### config.mk
export PLATFORM = sky130hd
export DESIGN_NAME = tovc_timer
export DESIGN_NICKNAME = d
export VERILOG_FILES = /design/src/pkg/tovc_pkg.sv /design/src/tovc_timer.sv
export VERILOG_INCLUDE_DIRS = /design/src /design/src/pkg
export SDC_FILE = /design/constraint.sdc
export NUM_CORES = 1
export LEC_CHECK = 0
export ABC_AREA = 1
export BUFFER_PORTS_ARGS = -buffer_cell sky130_fd_sc_hd__buf_2
export CAP_MARGIN = 20
export CORE_MARGIN = 5
export CORE_UTILIZATION = 40
export CTS_CLUSTER_DIAMETER = 80
export DETAILED_ROUTE_END_ITERATION = 6
export HOLD_SLACK_MARGIN = 0.06
export PLACE_DENSITY_LB_ADDON = 0.15
export SLEW_MARGIN = 25
export SYNTH_ARGS = -nofsm -noshare
export SYNTH_HDL_FRONTEND = slang
export SYNTH_SLANG_ARGS = --single-unit
### constraint.sdc
create_clock -name clock -period 2.85 [get_ports clock]
set_input_delay 0.1425 -clock clock [delete_from_list [all_inputs] [get_ports clock]]
set_output_delay 0.1425 -clock clock [all_outputs]
set_load 0.01 [all_outputs]
### src/pkg/tovc_map.svh
/*
 Register offsets, field positions and reset values for the
 timer overflow control block. Assumes a plain byte-wide register port.
*/
`ifndef TOVC_MAP_SVH
`define TOVC_MAP_SVH
// ---------------------------------------------------------------
// offsets
// ---------------------------------------------------------------
`define TOVC_SC_ADDR 4'h0
`define TOVC_MOD_LO_ADDR 4'h1
`define TOVC_MOD_HI_ADDR 4'h2
`define TOVC_CNT_LO_ADDR 4'h3
`define TOVC_CNT_HI_ADDR 4'h4
`define TOVC_IRQ_STAT_ADDR 4'h5
`define TOVC_IRQ_MASK_ADDR 4'h6
// ---------------------------------------------------------------
// fields
// ---------------------------------------------------------------
`define TOVC_FLAG_BIT 7
`define TOVC_IEN_BIT 6
`define TOVC_CAS_BIT 5
`define TOVC_CLKS_HI 4
`define TOVC_CLKS_LO 3
`define TOVC_PS_HI 2
`define TOVC_PS_LO 0
// ---------------------------------------------------------------
// reset values
// ---------------------------------------------------------------
`define TOVC_SC_RESET 8'h00
`define TOVC_MOD_RESET 16'hFFFF
`define TOVC_CNT_ZERO 16'h0000
`define TOVC_IRQ_RESET 8'h00
`endif

### src/pkg/tovc_pkg.sv
/*
 Types for the timer overflow control block.
 Assumes tovc_map.svh for the numeric constants.
*/
package tovc_pkg;
    typedef enum logic [1:0] {
        TOVC_SRC_OFF,
        TOVC_SRC_BUS,
        TOVC_SRC_FIXED,
        TOVC_SRC_EXT
    } tovc_src_t;
    typedef enum logic {
        TOVC_DIR_UP,
        TOVC_DIR_DOWN
    } tovc_dir_t;
    typedef struct packed {
        logic [3:0] addr;
        logic [7:0] wdata;
        logic wr;
        logic rd;
    } tovc_bus_t;
endpackage

### src/tovc_timer.sv
/*
 Timer overflow control: status/control register, counter with modulo,
 clock source selection, prescaler, wrap flag and interrupt.
 Assumes one bus clock; fixed-rate and external clocks are async pins.
*/
// Decided for this implementation: the strobed register port and the register offsets.
`include "tovc_map.svh"
`timescale 1ns/100ps
`default_nettype none
module tovc_timer
(
    // clock and reset
    input wire logic clock,
    input wire logic rstn,
    // register port
    input wire tovc_pkg::tovc_bus_t bus,
    output logic [7:0] rdata,
    // async clock pins
    input wire logic fixed_rate_clock,
    input wire logic ext_clock,
    // status
    output logic [15:0] count,
    output logic count_down,
    output logic center_aligned_pwm,
    output logic irq
);
    import tovc_pkg::*;

    // ---------------------------------------------------------------
    // reset release
    // ---------------------------------------------------------------
    logic rst_s1_reg;
    logic rst_s2_reg;
    always_ff @(posedge clock or negedge rstn)
    begin
        if (!rstn)
        begin
            rst_s1_reg <= 1'b0;
            rst_s2_reg <= 1'b0;
        end
        else
        begin
            rst_s1_reg <= 1'b1;
            rst_s2_reg <= rst_s1_reg;
        end
    end
    wire rst_n = rst_s2_reg;

    // ---------------------------------------------------------------
    // clock pin synchronizers and edge detect
    // ---------------------------------------------------------------
    logic [2:0] fix_sync_reg;
    logic [2:0] ext_sync_reg;
    always_ff @(posedge clock or negedge rst_n)
    begin
        if (!rst_n)
        begin
            fix_sync_reg <= 3'h0;
            ext_sync_reg <= 3'h0;
        end
        else
        begin
            fix_sync_reg <= {fix_sync_reg[1:0], fixed_rate_clock};
            ext_sync_reg <= {ext_sync_reg[1:0], ext_clock};
        end
    end
    // only stages 1 and 2 are read; stage 0 feeds stage 1 alone
    wire fix_rise = fix_sync_reg[1] & ~fix_sync_reg[2];
    wire ext_rise = ext_sync_reg[1] & ~ext_sync_reg[2];

    // ---------------------------------------------------------------
    // registers
    // ---------------------------------------------------------------
    logic flag_reg;
    logic ien_reg;
    logic cas_reg;
    logic [1:0] clks_reg;
    logic [2:0] ps_reg;
    logic [15:0] mod_reg;
    logic [15:0] cnt_reg;
    logic [6:0] pre_reg;
    logic dir_reg;
    logic armed_reg;
    logic wrap_stat_reg;
    logic wrap_mask_reg;
    logic irq_reg;
    logic [7:0] rdata_reg;

    // ---------------------------------------------------------------
    // address decode
    // ---------------------------------------------------------------
    wire wr_sc = bus.wr && (bus.addr == `TOVC_SC_ADDR);
    wire rd_sc = bus.rd && (bus.addr == `TOVC_SC_ADDR);
    wire wr_mlo = bus.wr && (bus.addr == `TOVC_MOD_LO_ADDR);
    wire wr_mhi = bus.wr && (bus.addr == `TOVC_MOD_HI_ADDR);
    wire wr_cnt = bus.wr && ((bus.addr == `TOVC_CNT_LO_ADDR) ||
                             (bus.addr == `TOVC_CNT_HI_ADDR));
    wire rd_stat = bus.rd && (bus.addr == `TOVC_IRQ_STAT_ADDR);
    wire wr_mask = bus.wr && (bus.addr == `TOVC_IRQ_MASK_ADDR);

    // ---------------------------------------------------------------
    // source select and prescaler
    // ---------------------------------------------------------------
    tovc_src_t src;
    assign src = tovc_src_t'(clks_reg);
    wire src_tick = (src == TOVC_SRC_BUS) ? 1'b1 :
                    (src == TOVC_SRC_FIXED) ? fix_rise :
                    (src == TOVC_SRC_EXT) ? ext_rise : 1'b0;
    // divide by 2**p: tick when the low p bits of the prescale count wrap
    wire [6:0] pre_mask = 7'(({7'h00, 1'b1} << ps_reg) - 8'h01);
    wire pre_done = ((pre_reg & pre_mask) == pre_mask);
    wire cnt_tick = src_tick && pre_done;
    wire [6:0] pre_next = src_tick ? (pre_done ? 7'h00 : pre_reg + 7'h01)
                                   : pre_reg;

    // ---------------------------------------------------------------
    // counter and wrap event
    // ---------------------------------------------------------------
    wire at_mod = (cnt_reg >= mod_reg);
    wire at_zero = (cnt_reg == `TOVC_CNT_ZERO);
    logic [15:0] cnt_next;
    logic dir_next;
    logic wrap;
    always_comb
    begin
        cnt_next = cnt_reg;
        dir_next = dir_reg;
        wrap = 1'b0;
        if (!cas_reg)
            dir_next = TOVC_DIR_UP;
        if (cnt_tick)
        begin
            if (!cas_reg)
            begin
                dir_next = TOVC_DIR_UP;
                if (at_mod)
                begin
                    cnt_next = `TOVC_CNT_ZERO;
                    wrap = 1'b1;
                end
                else
                    cnt_next = cnt_reg + 16'h0001;
            end
            else if (dir_reg == TOVC_DIR_UP)
            begin
                if (at_mod)
                begin
                    dir_next = TOVC_DIR_DOWN;
                    cnt_next = cnt_reg - 16'h0001;
                    wrap = 1'b1;
                end
                else
                    cnt_next = cnt_reg + 16'h0001;
            end
            else
            begin
                if (at_zero)
                begin
                    dir_next = TOVC_DIR_UP;
                    cnt_next = cnt_reg + 16'h0001;
                end
                else
                    cnt_next = cnt_reg - 16'h0001;
            end
        end
        if (wr_cnt)
        begin
            cnt_next = `TOVC_CNT_ZERO;
            dir_next = TOVC_DIR_UP;
        end
    end

    // ---------------------------------------------------------------
    // wrap flag clear sequence
    // ---------------------------------------------------------------
    // a wrap disarms, so the pending write of 0 cannot clear it
    wire clear_ok = wr_sc && armed_reg &&
                    !bus.wdata[`TOVC_FLAG_BIT];
    wire flag_next = wrap ? 1'b1 : (clear_ok ? 1'b0 : flag_reg);
    wire armed_next = wrap ? 1'b0 :
                      (rd_sc && flag_reg) ? 1'b1 :
                      wr_sc ? 1'b0 : armed_reg;
    wire stat_next = wrap ? 1'b1 : (rd_stat ? 1'b0 : wrap_stat_reg);

    // ---------------------------------------------------------------
    // read mux
    // ---------------------------------------------------------------
    wire [7:0] sc_view = {flag_reg, ien_reg, cas_reg, clks_reg, ps_reg};
    wire [7:0] rd_mux =
        (bus.addr == `TOVC_SC_ADDR) ? sc_view :
        (bus.addr == `TOVC_MOD_LO_ADDR) ? mod_reg[7:0] :
        (bus.addr == `TOVC_MOD_HI_ADDR) ? mod_reg[15:8] :
        (bus.addr == `TOVC_CNT_LO_ADDR) ? cnt_reg[7:0] :
        (bus.addr == `TOVC_CNT_HI_ADDR) ? cnt_reg[15:8] :
        (bus.addr == `TOVC_IRQ_STAT_ADDR) ? {7'h00, wrap_stat_reg} :
        (bus.addr == `TOVC_IRQ_MASK_ADDR) ? {7'h00, wrap_mask_reg} : 8'h00;
    wire irq_next = (ien_reg && flag_next) ||
                    (wrap_mask_reg && stat_next);

    // ---------------------------------------------------------------
    // state
    // ---------------------------------------------------------------
    always_ff @(posedge clock or negedge rst_n)
    begin
        if (!rst_n)
        begin
            flag_reg <= 1'b0;
            armed_reg <= 1'b0;
            {ien_reg, cas_reg, clks_reg, ps_reg} <= 7'(`TOVC_SC_RESET);
            mod_reg <= `TOVC_MOD_RESET;
            cnt_reg <= `TOVC_CNT_ZERO;
            pre_reg <= 7'h00;
            dir_reg <= TOVC_DIR_UP;
            wrap_stat_reg <= 1'b0;
            wrap_mask_reg <= 1'b0;
            irq_reg <= 1'b0;
            rdata_reg <= `TOVC_IRQ_RESET;
        end
        else
        begin
            flag_reg <= flag_next;
            armed_reg <= armed_next;
            if (wr_sc)
            begin
                ien_reg <= bus.wdata[`TOVC_IEN_BIT];
                cas_reg <= bus.wdata[`TOVC_CAS_BIT];
                clks_reg <= bus.wdata[`TOVC_CLKS_HI:`TOVC_CLKS_LO];
                ps_reg <= bus.wdata[`TOVC_PS_HI:`TOVC_PS_LO];
            end
            if (wr_mlo)
                mod_reg[7:0] <= bus.wdata;
            if (wr_mhi)
                mod_reg[15:8] <= bus.wdata;
            if (wr_mask)
                wrap_mask_reg <= bus.wdata[0];
            cnt_reg <= cnt_next;
            dir_reg <= dir_next;
            pre_reg <= wr_cnt ? 7'h00 : pre_next;
            wrap_stat_reg <= stat_next;
            irq_reg <= irq_next;
            rdata_reg <= bus.rd ? rd_mux : 8'h00;
        end
    end

    // ---------------------------------------------------------------
    // outputs
    // ---------------------------------------------------------------
    assign rdata = rdata_reg;
    assign count = cnt_reg;
    assign count_down = dir_reg;
    assign center_aligned_pwm = cas_reg;
    assign irq = irq_reg;
endmodule
`default_nettype wire

==> results by group <==
Die
  • Die H: 114.5 um
  • Core Area: 0.01079 mm^2
  • Starting Density: 0.4049
  • Die Wd: 114.5 um
  • DIE AREA: 0.01312 mm^2
  • Num ports: 45
  • Site Rows: 38

Logic synthesis
  • Synth Instances: 589
  • Mapped cell area: 0.004370 mm^2
  • Syn_nets: 627
  • Sequential fraction of the synthesis area: 0.3939
  • YS warnings: 0
  • Async SR Flop Fraction: 1.000
  • Syn avg cell area: 7.420 um^2
  • Yosys cell types: 40
  • Top FF cell, synth: dfrtp_1
  • Yosys reg bits: 68
  • Post-synth EDFFs: 0

Critical path
  • Max stage delay cell, worst path: dfstp_2
  • CP Cell Sequence: inv_1 -> ha_1 -> nand2_1 -> inv_1 -> nand2_1 -> nor2_1 -> nor2_1 -> nand2_1 -> nand2_1 -> nand2_2 -> nand2_1 -> nand2_2 -> nand2_1 -> nor2_4 -> nand2_1 -> nand2_1
  • Critical path endpoint category: register
  • Crit-path most repeated cell: nand2_1
  • CP max FO: 8
  • Worst Setup Start Kind: register
  • WP data required: 3.16 ns
  • Setup Crit Path Kind: register to register
  • R2R Setup Slk: 0.48 ns
  • Largest stage delay, worst path: 0.57 ns
  • CP arrival: 2.68 ns

Timing
  • Fin. max-slew vios: 0
  • Fmax: 422.2 MHz
  • Fin crit period: 2.369 ns
  • Setup TNS: 0 ns
  • RSZ-0062 raised after global routing: no
  • Slew HR: 0.6114
  • Fin crit share: 0.8311
  • Final hold vios: 0
  • Final Setup Violations: 0
  • Worst-Margin Slew: 0.5829 ns
  • Clock Skew: 0.01548 ns

Global routing
  • Global-route wire length before repair: 21560 um
  • Vias in the first global route: 4026
  • Largest net degree at the start of global routing: 44
  • Initial antenna violation count: 0
  • Total GRT Usage: 0.2160
  • Total gr overflow: 0

Power and ir drop
  • Clock Power Share: 0.183
  • Maximum vdd drop: 0.5220 mV
  • Gate power share: 0.497
  • Switching pwr: 2.187 mW
  • Int Power: 2.423 mW
  • Final total power: 4.610 mW
  • Net Sw Frac: 0.4744
  • Leakage: 2.587 nW
  • Pwr/cell area: 914.2 mW/mm^2
  • Sequential share of power: 0.320

Routing
  • Drt via density: 5.147
  • DRC: 0
  • Remaining antenna violation count: 0
  • Iter 0 DRT Violations: 276
  • Total number of vias: 4061
  • WL final: 13240 um
  • WL/cell: 16.77 um
  • DR pass1 iterations: 5

Clocking
  • Clock Sinks: 68
  • Worst-path clk slew: 0.08 ns
  • Root Driver: clkbuf_8
  • Resized Gates After CTS: 0
  • CTS tree: yes
  • Clock Latency Late Sink: 0.38 ns
  • Setup Buffers After CTS: 0
  • TritonCTS buffer count: 9
  • Longest Clk Path Bufs: 2
  • CTS Hold Bufs: 8
  • H-Tree Level Count: 3

Final layout
  • Synth-to-layout area growth: 15.37%
  • Number of diodes: 0
  • Fin nets: 682
  • Share of layout cells above drive strength 1: 0.1664
  • Fin util: 0.4672
  • FILL cells: 1099

Hold path
  • Worst min path class: input pin to register

Run status
  • Status: completed

Placed design
  • Number of I/O port buffers: 44
  • GP Congestion: 0.9121
  • Hpwl dp: 10260 um

Run
  • Max_cap viols: 0
[power groups by stage]
stage	combinational (mW)	sequential (mW)	clock (mW)
after floorplan	1.63	1.43	0
after global placement	2.26	1.48	0
after detailed placement	2.26	1.49	0
after CTS	2.29	1.47	0.863
after global routing	2.61	1.50	0.911
final	2.29	1.47	0.846
[per-stage QoR]
| stage | hold WS (ns) | area (um^2) | instances | setup slack (ns) |
|---|---|---|---|---|
| global route | 0.06644 | 5042 | 789 | 0.3089 |
| finish | 0.06629 | 5042 | 789 | 0.4815 |
| CTS | 0.06255 | 5042 | 789 | 0.4985 |
| global placement | -0.07281 | 4763 | 765 | 0.6078 |
| detailed placement | -0.06860 | 4763 | 765 | 0.5342 |
| floorplan | -0.1531 | 4370 | 589 | 0.8442 |
[placed cells by master (no fill, tap or decap), types with 3 or more instances in the layout]
cell             n
o21ai_0         50
nor2_4           3
dfstp_2         16
nand2_1        161
nand3b_1         6
inv_2            5
xnor2_1          3
inv_1           79
clkbuf_8         9
buf_2           44
nand4_1          9
xor2_1          21
dlygate4sd3_1    8
nand3_1         34
nor2_1          42
buf_4            9
nor3_1          10
o2111ai_1        6
nand2_2          4
a21oi_1         26
o31ai_1          3
ha_1            20
dfrtp_1         51
[cells by family (layout without fill, tap and decap cells)]
family | after synthesis | in the layout | share of synthesized area
DFF | 68 | 68 | 0.3939
buffers and inverters | 102 | 162 | 0.09304
AOI/OAI and AO/OA | 97 | 97 | 0.1311
other | 1 | 1 | 0.0008580
and+or+nand+nor | 277 | 277 | 0.2757
xor gates and xnor gates | 24 | 24 | 0.04810
adders and majority gates | 20 | 20 | 0.05726
[per-layer routing]
metal / GRT usage / wire length [um] / vias up
li1: - / - / 2012
met1: 0.2831 / 5944 / 1906
met2: 0.3551 / 6288 / 117
met3: 0.03013 / 665 / 26
met4: 0.09422 / 336 / 0
met5: 0 / 0 / -
[worst paths after layout]
path,from,to,cells after the start
max,mod_reg[5],count[11],16
min,bus[6],mod_reg[4],3
max reg2reg,mod_reg[5],count[11],16
min reg2reg,rst_n,count[5],0
max in group asynchronous,rst_n,mod_reg[12],1
min in group asynchronous,rst_n,count[5],0
[cell type report]
cell class / count / area, um^2 / share of cell area
inverter: 84 / 315.3 / 0.06253
timing repair buffer: 62 / 387.9 / 0.07692
multi-input combinational: 419 / 2242 / 0.4447
clock inverter: 7 / 75.07 / 0.01489
tap: 140 / 175.2 / 0.03474
sequential: 68 / 1723 / 0.3417
clock buffer: 9 / 123.9 / 0.02457
[synthesized netlist by cell type (3+ instances only)]
| master | instances | area share |
|---|---|---|
| a21oi_1 | 26 | 0.030 |
| buf_2 | 9 | 0.010 |
| clkbuf_1 | 6 | 0.0052 |
| dfrtp_1 | 52 | 0.30 |
| dfstp_2 | 16 | 0.096 |
| ha_1 | 20 | 0.057 |
| inv_1 | 79 | 0.068 |
| inv_2 | 5 | 0.0043 |
| nand2_1 | 161 | 0.14 |
| nand2_2 | 4 | 0.0057 |
| nand3_1 | 34 | 0.039 |
| nand3b_1 | 6 | 0.010 |
| nand4_1 | 9 | 0.013 |
| nor2_1 | 42 | 0.036 |
| nor2_4 | 3 | 0.0077 |
| nor3_1 | 10 | 0.011 |
| o2111ai_1 | 6 | 0.012 |
| o21ai_0 | 50 | 0.057 |
| o31ai_1 | 3 | 0.0052 |
| xnor2_1 | 3 | 0.0060 |
| xor2_1 | 21 | 0.042 |
[worst max-delay path: cells and delay by family (launching register included)]
kind                       cells  cell delay, ns
and+or+nand+nor               13            1.34
adders and majority gates      1            0.29
DFF                            1            0.57
buffers and inverters          2            0.10
(Power assumes the default switching activity.)
